File: src/include/sfs_defs.svh
`ifndef SFS_DEFS_SVH
`define SFS_DEFS_SVH

// stored result and register widths
`define SFS_DATA_W 24
`define SFS_REG_W 24
`define SFS_LIM_W 12
`define SFS_CMP_MSB 23
`define SFS_CMP_LSB 12
`define SFS_STAT_W 8

// queue geometry
`define SFS_DEPTH 16
`define SFS_PTR_W 4
`define SFS_CNT_W 5
`define SFS_CNT_FULL 5'h10
`define SFS_CNT_ONE 5'h01
`define SFS_CNT_ZERO 5'h00
`define SFS_PTR_ONE 4'h1
`define SFS_PTR_ZERO 4'h0
`define SFS_CHAN_W 4
`define SFS_CHANNELS 16

// register map
`define SFS_ADDR_W 6
`define SFS_ADDR_LIMIT 6'h3c
`define SFS_ADDR_READOUT 6'h3d
`define SFS_ADDR_STATUS 6'h3b

// reset values
`define SFS_LIMIT_RST 24'hfff000
`define SFS_READOUT_RST 24'h000000

// status bit positions
`define SFS_STAT_EMPTY 0
`define SFS_STAT_WM 1
`define SFS_STAT_LO 3
`define SFS_STAT_HI 4

`endif

File: src/include/sfs_pkg.sv
`include "sfs_defs.svh"

package sfs_pkg;

  typedef struct packed {
    logic [`SFS_CHAN_W-1:0] channel;
    logic [`SFS_DATA_W-1:0] data;
  } sfs_sample_t;

  typedef struct packed {
    logic [`SFS_LIM_W-1:0] upper_limit_value;
    logic [`SFS_LIM_W-1:0] lower_limit_value;
  } sfs_limit_t;

  typedef struct packed {
    logic upper_limit_hit_flag;
    logic lower_limit_hit_flag;
    logic watermark;
    logic empty;
  } sfs_flags_t;

  typedef enum logic [1:0] {
    sfs_rd_idle = 2'b01,
    sfs_rd_fetch = 2'b10
  } sfs_rd_state_t;

endpackage

File: src/design/sfs_queue_mem.sv
`timescale 1ns/100ps
`include "sfs_defs.svh"

module sfs_queue_mem
(
  input wire logic mclk,
  input wire logic rst_n,
  input wire logic wr_en,
  input wire logic [`SFS_PTR_W-1:0] wr_addr,
  input wire logic [`SFS_DATA_W-1:0] wr_data,
  input wire logic rd_en,
  input wire logic [`SFS_PTR_W-1:0] rd_addr,
  output logic [`SFS_DATA_W-1:0] rd_data_ff
);

  logic [`SFS_DATA_W-1:0] mem [0:`SFS_DEPTH-1];

  // storage carries no reset, only the read register does
  always_ff @(posedge mclk)
  begin
    if (wr_en)
    begin
      mem[wr_addr] <= wr_data;
    end
  end

  always_ff @(posedge mclk or negedge rst_n)
  begin
    if (!rst_n)
    begin
      rd_data_ff <= `SFS_READOUT_RST;
    end
    else if (rd_en)
    begin
      rd_data_ff <= mem[rd_addr];
    end
  end

endmodule // sfs_queue_mem

File: src/design/sfs_top.sv
`timescale 1ns/100ps
`include "sfs_defs.svh"

// Overview of operation
// - watermark flag is 1 while the queue is enabled and stored count is at or above watermark level
// - watermark flag drops to 0 once stored count falls below watermark level
// - each interrupt output follows its flag in the very same cycle
// - enabled queue with nothing written shows empty flag 1
// - empty flag sets with the read that takes the last entry
// - a clear command discards all entries and sets empty flag
// - disabled queue always shows empty flag 1
// - empty flag is 0 whenever the queue is enabled and at least one entry is stored
// - reset shows empty 1, watermark 0; status flags are read-only
// - enabled channel result at or above upper limit sets upper hit flag
// - enabled channel result at or below lower limit sets lower hit flag
// - limit register resets to upper all ones, lower zero
// - limit register is 24-bit read/write at address 0x3c
// - stored results are not re-checked when limits change
// - reads at address 0x3d return 24-bit queue data, zero after reset
// - limit hit flags and interrupts clear when queue becomes empty
module sfs_top
  import sfs_pkg::*;
(
  input wire logic mclk,
  input wire logic rst_b,
  input wire logic queue_enable,
  input wire logic queue_clear,
  input wire logic [`SFS_CNT_W-1:0] watermark_level,
  input wire logic smp_valid,
  input wire sfs_sample_t smp_in,
  input wire logic [`SFS_CHANNELS-1:0] channel_limit_check_enable,
  input wire logic [`SFS_ADDR_W-1:0] reg_addr,
  input wire logic reg_wr,
  input wire logic reg_rd,
  input wire logic [`SFS_REG_W-1:0] reg_wdata,
  output logic [`SFS_REG_W-1:0] reg_rdata_ff,
  output logic reg_rvalid_ff,
  output sfs_flags_t status_flags_ff,
  output sfs_flags_t irq_flags_ff,
  output logic [`SFS_CNT_W-1:0] sample_count_ff
);

  logic [1:0] rst_sync_ff;
  logic rst_n;
  sfs_limit_t limit_ff;
  logic [`SFS_PTR_W-1:0] wr_ptr_ff;
  logic [`SFS_PTR_W-1:0] rd_ptr_ff;
  logic [`SFS_CNT_W-1:0] nxt_count;
  sfs_flags_t nxt_flags;
  sfs_rd_state_t rd_state_ff;
  logic [`SFS_ADDR_W-1:0] rd_addr_ff;
  logic popped_ff;
  logic [`SFS_DATA_W-1:0] mem_rd_data;
  logic rd_take;
  logic pop;
  logic push;
  logic hit_upper;
  logic hit_lower;
  logic nxt_empty;

  // async assert, sync release; stage 0 feeds stage 1 only
  always_ff @(posedge mclk or negedge rst_b)
  begin
    if (!rst_b)
    begin
      rst_sync_ff <= 2'b00;
    end
    else
    begin
      rst_sync_ff <= {rst_sync_ff[0], 1'b1};
    end
  end

  assign rst_n = rst_sync_ff[1];

  function automatic logic sfs_addr_hit(
    input logic [`SFS_ADDR_W-1:0] addr,
    input logic [`SFS_ADDR_W-1:0] target
  );
    sfs_addr_hit = (addr == target);
  endfunction

  function automatic logic [`SFS_REG_W-1:0] sfs_status_word(input sfs_flags_t f);
    logic [`SFS_REG_W-1:0] w;
    w = '0;
    w[`SFS_STAT_EMPTY] = f.empty;
    w[`SFS_STAT_WM] = f.watermark;
    w[`SFS_STAT_LO] = f.lower_limit_hit_flag;
    w[`SFS_STAT_HI] = f.upper_limit_hit_flag;
    sfs_status_word = w;
  endfunction

  // one read in flight; a second strobe during fetch is dropped
  assign rd_take = reg_rd && (rd_state_ff == sfs_rd_idle);
  assign pop = rd_take && sfs_addr_hit(reg_addr, `SFS_ADDR_READOUT) && queue_enable
               && (sample_count_ff != `SFS_CNT_ZERO) && !queue_clear;
  // full queue drops the new sample unless a pop frees a slot
  assign push = smp_valid && queue_enable && !queue_clear
                && ((sample_count_ff != `SFS_CNT_FULL) || pop);

  // only the top bits of a result meet the 12-bit limits
  // checked once on entry, so later limit writes leave stored hits alone
  assign hit_upper = push && channel_limit_check_enable[smp_in.channel]
                     && (smp_in.data[`SFS_CMP_MSB:`SFS_CMP_LSB] >= limit_ff.upper_limit_value);
  assign hit_lower = push && channel_limit_check_enable[smp_in.channel]
                     && (smp_in.data[`SFS_CMP_MSB:`SFS_CMP_LSB] <= limit_ff.lower_limit_value);

  always_comb
  begin
    nxt_count = sample_count_ff;
    if (queue_clear)
    begin
      nxt_count = `SFS_CNT_ZERO;
    end
    else if (push && !pop)
    begin
      nxt_count = sample_count_ff + `SFS_CNT_ONE;
    end
    else if (pop && !push)
    begin
      nxt_count = sample_count_ff - `SFS_CNT_ONE;
    end
  end

  // flags come from next-state values so they move with the count edge
  always_comb
  begin
    nxt_empty = !queue_enable || (nxt_count == `SFS_CNT_ZERO);
    nxt_flags.empty = nxt_empty;
    nxt_flags.watermark = queue_enable && (nxt_count >= watermark_level);
    nxt_flags.upper_limit_hit_flag = !nxt_empty && (status_flags_ff.upper_limit_hit_flag || hit_upper);
    nxt_flags.lower_limit_hit_flag = !nxt_empty && (status_flags_ff.lower_limit_hit_flag || hit_lower);
  end

  always_ff @(posedge mclk or negedge rst_n)
  begin
    if (!rst_n)
    begin
      sample_count_ff <= `SFS_CNT_ZERO;
    end
    else
    begin
      sample_count_ff <= nxt_count;
    end
  end

  always_ff @(posedge mclk or negedge rst_n)
  begin
    if (!rst_n)
    begin
      wr_ptr_ff <= `SFS_PTR_ZERO;
      rd_ptr_ff <= `SFS_PTR_ZERO;
    end
    else if (queue_clear)
    begin
      wr_ptr_ff <= `SFS_PTR_ZERO;
      rd_ptr_ff <= `SFS_PTR_ZERO;
    end
    else
    begin
      if (push)
      begin
        wr_ptr_ff <= wr_ptr_ff + `SFS_PTR_ONE;
      end
      if (pop)
      begin
        rd_ptr_ff <= rd_ptr_ff + `SFS_PTR_ONE;
      end
    end
  end

  // status and interrupts share one next value, never a cycle apart
  always_ff @(posedge mclk or negedge rst_n)
  begin
    if (!rst_n)
    begin
      status_flags_ff <= '{upper_limit_hit_flag: 1'b0, lower_limit_hit_flag: 1'b0,
                           watermark: 1'b0, empty: 1'b1};
      irq_flags_ff <= '{upper_limit_hit_flag: 1'b0, lower_limit_hit_flag: 1'b0,
                        watermark: 1'b0, empty: 1'b1};
    end
    else
    begin
      status_flags_ff <= nxt_flags;
      irq_flags_ff <= nxt_flags;
    end
  end

  // status and readout addresses ignore writes
  always_ff @(posedge mclk or negedge rst_n)
  begin
    if (!rst_n)
    begin
      limit_ff <= `SFS_LIMIT_RST;
    end
    else if (reg_wr && sfs_addr_hit(reg_addr, `SFS_ADDR_LIMIT))
    begin
      limit_ff <= reg_wdata;
    end
  end

  sfs_queue_mem u_mem
  (
    .mclk(mclk),
    .rst_n(rst_n),
    .wr_en(push),
    .wr_addr(wr_ptr_ff),
    .wr_data(smp_in.data),
    .rd_en(pop),
    .rd_addr(rd_ptr_ff),
    .rd_data_ff(mem_rd_data)
  );

  always_ff @(posedge mclk or negedge rst_n)
  begin
    if (!rst_n)
    begin
      rd_state_ff <= sfs_rd_idle;
      rd_addr_ff <= '0;
      popped_ff <= 1'b0;
    end
    else
    begin
      unique case (rd_state_ff)
        sfs_rd_idle:
        begin
          if (rd_take)
          begin
            rd_state_ff <= sfs_rd_fetch;
            rd_addr_ff <= reg_addr;
            popped_ff <= pop;
          end
        end
        sfs_rd_fetch:
        begin
          rd_state_ff <= sfs_rd_idle;
          popped_ff <= 1'b0;
        end
        default:
        begin
          rd_state_ff <= sfs_rd_idle;
        end
      endcase
    end
  end

  // unmapped addresses and a readout of an empty queue answer zero
  always_ff @(posedge mclk or negedge rst_n)
  begin
    if (!rst_n)
    begin
      reg_rdata_ff <= `SFS_READOUT_RST;
      reg_rvalid_ff <= 1'b0;
    end
    else
    begin
      reg_rvalid_ff <= (rd_state_ff == sfs_rd_fetch);
      if (rd_state_ff == sfs_rd_fetch)
      begin
        if (sfs_addr_hit(rd_addr_ff, `SFS_ADDR_READOUT))
        begin
          reg_rdata_ff <= popped_ff ? mem_rd_data : `SFS_READOUT_RST;
        end
        else if (sfs_addr_hit(rd_addr_ff, `SFS_ADDR_LIMIT))
        begin
          reg_rdata_ff <= limit_ff;
        end
        else if (sfs_addr_hit(rd_addr_ff, `SFS_ADDR_STATUS))
        begin
          reg_rdata_ff <= sfs_status_word(status_flags_ff);
        end
        else
        begin
          reg_rdata_ff <= '0;
        end
      end
    end
  end
endmodule // sfs_top

File: config.mk
export PLATFORM = sky130hd
export DESIGN_NAME = sfs_top
export DESIGN_NICKNAME = d
export VERILOG_FILES = /design/src/include/sfs_pkg.sv /design/src/design/sfs_queue_mem.sv /design/src/design/sfs_top.sv
export VERILOG_INCLUDE_DIRS = /design/src /design/src/include
export SDC_FILE = /design/constraint.sdc
export NUM_CORES = 1
export LEC_CHECK = 0
export BUFFER_PORTS_ARGS = -buffer_cell sky130_fd_sc_hd__buf_4
export CAP_MARGIN = 25
export CELL_PAD_IN_SITES_DETAIL_PLACEMENT = 0
export CELL_PAD_IN_SITES_GLOBAL_PLACEMENT = 2
export CORE_AREA = 2 2 242 244
export CTS_CLUSTER_DIAMETER = 150
export CTS_CLUSTER_SIZE = 14
export DETAILED_ROUTE_END_ITERATION = 8
export DIE_AREA = 0 0 244 246
export HOLD_SLACK_MARGIN = 0.05
export PLACE_DENSITY_LB_ADDON = 0.1
export SKIP_CTS_REPAIR_TIMING = 1
export SLEW_MARGIN = 10
export SYNTH_ARGS = -nofsm -noshare
export SYNTH_HDL_FRONTEND = slang
export SYNTH_SLANG_ARGS = --single-unit
File: constraint.sdc
create_clock -name mclk -period 3.5 [get_ports mclk]
set_input_delay 0.7 -clock mclk [delete_from_list [all_inputs] [get_ports mclk]]
set_output_delay 0.7 -clock mclk [all_outputs]
set_load 0.05 [all_outputs]
# Yosys cells after proc, flatten, opt, wreduce, memory -nomap -nowiden
# Memories as Yosys holds them, arrays and structs flattened. A register that Yosys moved wholly into a read port is not among the register bits.
# Cells that the tools add are included.
# totals
mem_bits_ro	0
output_inout_bits	38
latch_bits	0
mem_bits_rw	384
wordCells	86
in_bits	86
mem_count	1
reg_bits	77
# memory_table
memory	depth	word_bits	rd	rd_ports_with_merged_regs	write_ports	line_no	rtl
u_mem.mem	16	24	1	1	1	sfs_queue_mem.sv:16	logic [`SFS_DATA_W-1:0] mem [0:`SFS_DEPTH-1];
# classes
n_shift	0
eq_ne	9
addsub	4
n_reduce_logical	34
n_lt_le_gt_ge	4
div_mod_pow	0
bitwise	0
mul	0
muxes	19
# op_table
operator	count
2-to-1 mux 24 bit	3
== test 6 bit (second input constant)	5
2-to-1 mux 5 bit	4
logical AND 1 bit	17
2-to-1 mux 4 bit	4
greater-or-equal comparator 12 bit	1
<= comparator 12 bit	1
adder 4 x 1 -> 4 bit (second input constant)	2
logical NOT 1 bit	6
nonzero test 2 bit	3
adder 5 x 1 -> 5 bit (second input constant)	1
greater-or-equal comparator 5 bit	1
logical NOT 5 bit	1
less-than comparator 4 x 5 -> 1 bit (second input constant)	1
inequality test 5 bit (second input constant)	1
nonzero test 5 bit	1
subtractor 5 x 1 -> 5 bit (second input constant)	1
binary-select mux 1 bit (select 4 bit)	1
logical OR 1 bit	4
2-to-1 mux 1 bit	4
2-to-1 mux 2 bit	2
AND reduction 2 bit	2
== test 2 x 1 -> 1 bit (second input constant)	1
== test 2 bit (second input constant)	1
2 further kinds	2

# Longest topological paths before layout
# logic_depth
ltp_word	17
depth_mapped	16
mapped_depth_nobuf	16

# Cells and area by module
# From an unflattened synthesis, not the netlist that was laid out.
# unflattened
cells_unflattened	1098
hier_area_um2	19857.8
# by_module_without_submodules
mod	seq_area_each_um2	instances	area_each_um2	cells_each
sfs_queue_mem	12131.6	1	15646.3	664
sfs_top	1944.4	1	4211.5	434

# Worst setup path after synthesis
# Ideal clock, no wire load.
# synth_timing
path_type	reg2reg
from	reg sample_count_ff[0]
to	mem u_mem.mem[4][0] (netlist bit) (enable)
synth_period_minus_slack_ps	3812
n_path_buf	0
path_stages_with_launch	8
path_slack_ps	-312
t_required_ps	3065
t_arrival_ps	3377
path_cell_list	dfrtp_1 > inv_1 > ha_1 > a31oi_1 > a21oi_1 > nor2_2 > nand2_1 > nor3_1
# synth_between
elab_chain_cells	7
elab_cells_between_ends	8
classes_between	eq/ne: 1; mux: 2; reduce/logical: 5
# synth_rtl
element	line_no	rtl
from (decl)	sfs_top.sv:40	output logic [`SFS_CNT_W-1:0] sample_count_ff
from (signal assigned)	sfs_top.sv:139	sample_count_ff <= `SFS_CNT_ZERO;
from (signal assigned)	sfs_top.sv:143	sample_count_ff <= nxt_count;
nonzero test 5 bit (no line)	n/a	
logical AND 1 bit (2 in series)	sfs_top.sv:95	assign pop = rd_take && sfs_addr_hit(reg_addr, `SFS_ADDR_READOUT) && queue_enable
logical OR 1 bit (*)	sfs_top.sv:99	&& ((sample_count_ff != `SFS_CNT_FULL) || pop);
logical AND 1 bit (*)	sfs_top.sv:98	assign push = smp_valid && queue_enable && !queue_clear
2-to-1 mux 1 bit (*)	sfs_queue_mem.sv:21	if (wr_en)
2-to-1 mux 1 bit (not written as such) (*)	sfs_queue_mem.sv:23	mem[wr_addr] <= wr_data;
to (decl)	sfs_queue_mem.sv:16	
# Every way passes the cells marked *; elsewhere a longest branch is shown, timed or not.

==> results_dict.tcl <==
set metrics [dict create \
    maxCapViolations 0 \
    p_leak_nw 7.84 \
    worstSkewPairLatency_ps 570 \
    grt_overflow_total 0 \
    clock_path_buffers 3 \
    worst_path_dominant_cell_family "simple AND/OR/NAND/NOR gates" \
    num_vias 10456 \
    ys_async_sr_fraction 0.208 \
    crit_fanout 9 \
    power.total_mw 12.1 \
    gp_congestion 0.740 \
    post-route-period-util 0.886 \
    antenna_left 0 \
    syn-num-nets 1315 \
    numCtsBuffers 40 \
    wl_um 47700 \
    finalSetupTns_ps 0 \
    core_area_mm2 0.0574 \
    yosys_most_used_dff "edfxtp_1" \
    drt_iter0_drc 683 \
    dieWidth_um 244 \
    track_usage 0.164 \
    num_rows 88 \
    rsz0062_at_grt "no" \
    wl_per_cell_um 22.6 \
    endpoint_kind "flip-flop" \
    n_antenna_cell 0 \
    grt_pass1_vias 11035 \
    grt_max_degree 58 \
    hold_violations 0 \
    setup_viol 0 \
    crit_buf_inv 2 \
    nNetsFinal 1452 \
    cts_sinks 485 \
    clock.fmax_mhz 322 \
    worst_path_max_delay_cell "dfrtp_1" \
    hpwl_um 30300 \
    mostFrequentLayoutCells "edfxtp_1 (384), buf_4 (139), nand2_1 (85)" \
    synth_edf_count 384 \
    post_synth_inst_count 1192 \
    clock-root-buffer "clkbuf_16" \
    yosys.cell_types.count 61 \
    hold_slack_ps 340 \
    status "finished, final reports clean" \
    io_pins 124 \
    path_clk_slew_ps 80 \
    antenna_found_initial 0 \
    syn2layout_area_growth_pct 16.9 \
    clock_skew_ps 19.2 \
    powerDensity_mw_per_mm2 521 \
    worstMarginPinSlew_ps 910 \
    slew_viol_final 0 \
    grt_pass1_wl_um 72600 \
    worstSetupPathType "reg -> reg" \
    ys_warn_count 0 \
    die_h_um 246 \
    relSlewSlack 0.393 \
    remaining_drc_errors 0 \
    required_ps 3970 \
    port_buffers 123 \
    initial_core_util 0.346 \
    drt_pass1_iterations 6 \
    fillers 5281 \
    die_area_mm2 0.0600 \
    vias_per_cell 4.94 \
    syn_area_mm2 0.0199 \
    syn_area_per_cell_um2 16.7 \
    design_area_mm2 0.0232 \
    cts_tree "built" \
    period_needed_ps 3100 \
    startpoint_type "flip-flop" \
    final_common_cell "edfxtp_1" \
    hold_class "in -> reg" \
    irDropWorstVdd_uv 290 \
    crit_arrival_ps 3570 \
    ys_seq_area_frac 0.709 \
    htreeDepth 2 \
    placed_area_mm2 0.0221 \
    drive_gt1_frac 0.245 \
    max_stage_delay_ps 450 \
    postSynthRegisterBits 485 \
    path_cells "inv_1 -> ha_1 -> nor4b_4 -> nor4_4 -> buf_4 -> or3_1 -> a41o_1 -> nor2_1 -> ha_1 -> a21oi_1 -> nor2b_1 -> o21ai_0 -> nand2b_1 -> a21oi_1 -> nor2b_1" \
]
## registers in the layout, summed over array words and instances (netlist names), 4 cells and up
| register | cells |
|---|---|
| reg_rdata_ff | 24 |
| wr_ptr_ff | 4 |
| rd_ptr_ff | 4 |
| limit_ff | 24 |
| rd_addr_ff | 6 |
| u_mem.rd_data_ff | 24 |
| sample_count_ff | 5 |
| u_mem.mem | 384 |
| irq_flags_ff | 4 |
## cells in the mapped netlist, drive strengths merged, types with 2 or more instances
cell type	count	share of area
a22oi	24	0.0091
nand3	4	0.0010
inv	39	0.0074
buf	30	0.0084
xnor2	5	0.0022
nand4	9	0.0028
mux2	8	0.0045
nand2	85	0.016
nor4b	2	0.0012
and2	11	0.0036
mux4	77	0.087
a31oi	6	0.0019
nor2b	28	0.0088
nand2b	6	0.0019
dfstp	14	0.019
o22ai	24	0.0076
o21a	4	0.0015
or3	2	0.00063
o31ai	24	0.0091
ha	37	0.023
nor2	46	0.0088
a21oi	33	0.0083
or2	2	0.00063
mux2i	75	0.038
nand3b	3	0.0024
nor3	6	0.0015
edfxtp	384	0.58
a21o	5	0.0019
nor4	5	0.0034
xor2	4	0.0018
o21ai	49	0.012
dfrtp	87	0.11
clkbuf	37	0.0070
## final cells by class
cell class	count	area (µm²)	share of cell area
clock buffers	60	1080	0.0463
repair buffers	162	1490	0.0643
inverters	39	146	0.00630
flip-flops and latches	485	14100	0.607
multi-input cells	601	5410	0.233
well taps	765	957	0.0412
clock inverters	4	52.6	0.00226
## logic make-up (layout without fill, tap and decap cells)
logic type      count (synthesis)  count (layout)  share of synthesized area
buf+inv                       106             265                     0.0228
fa+ha+maj                      37              37                     0.0233
compound gates                180             180                     0.0568
other cells                     1               1                   0.000189
mux                           160             160                      0.130
flops                         485             485                      0.709
simple gates                  214             214                     0.0548
xor+xnor                        9               9                    0.00397
## worst register-to-register path, cell delays in order (launching register included)
cell and delay [ps]:
dfrtp_1 450, inv_1 110, ha_1 220, nor4b_4 300, nor4_4 90, buf_4 180, or3_1 340, a41o_1 270
nor2_1 150, ha_1 250, a21oi_1 150, nor2b_1 60, o21ai_0 150, nand2b_1 80, a21oi_1 150, nor2b_1 60
## path summary, 6_finish.rpt
| path | start | end | slack [ps] | cells after the start |
|---|---|---|---|---|
| max reg2reg | sample_count_ff[0] | irq_flags_ff[1] | 400 | 15 |
| min reg2reg | rst_sync_ff[0] | rst_sync_ff[1] | 360 | 0 |
| max | sample_count_ff[0] | irq_flags_ff[1] | 400 | 15 |
| max in group asynchronous | rst_sync_ff[1] | limit_ff[13] | 2300 | 1 |
| min | reg_wdata[3] | limit_ff[3] | 340 | 3 |
| min in group asynchronous | rst_sync_ff[1] | rd_addr_ff[4] | 370 | 0 |
## metal layers
metal	global-route usage	vias up	part of all wire
met5	0	-	0
met4	0.0421	0	0.018
met3	0.0221	51	0.030
met2	0.262	160	0.47
met1	0.235	5384	0.49
li1	-	4861	-
## through the flow
step | util | std cells | setup slack [ps]
finish | 0.405 | 2116 | 398
CTS | 0.404 | 2114 | 267
detailed placement | 0.385 | 2050 | 250
floorplan | - | 1192 | -312
global placement | 0.385 | 2050 | 279
global route | 0.405 | 2116 | 74.2
## report_power, final
group	leakage, nW	internal [mW]	switching (mW)
clock	0.538	2.14	2.05
combinational	2.61	0.460	0.861
sequential	4.70	6.45	0.139
Note: power is estimated with default switching activity, not from simulation.
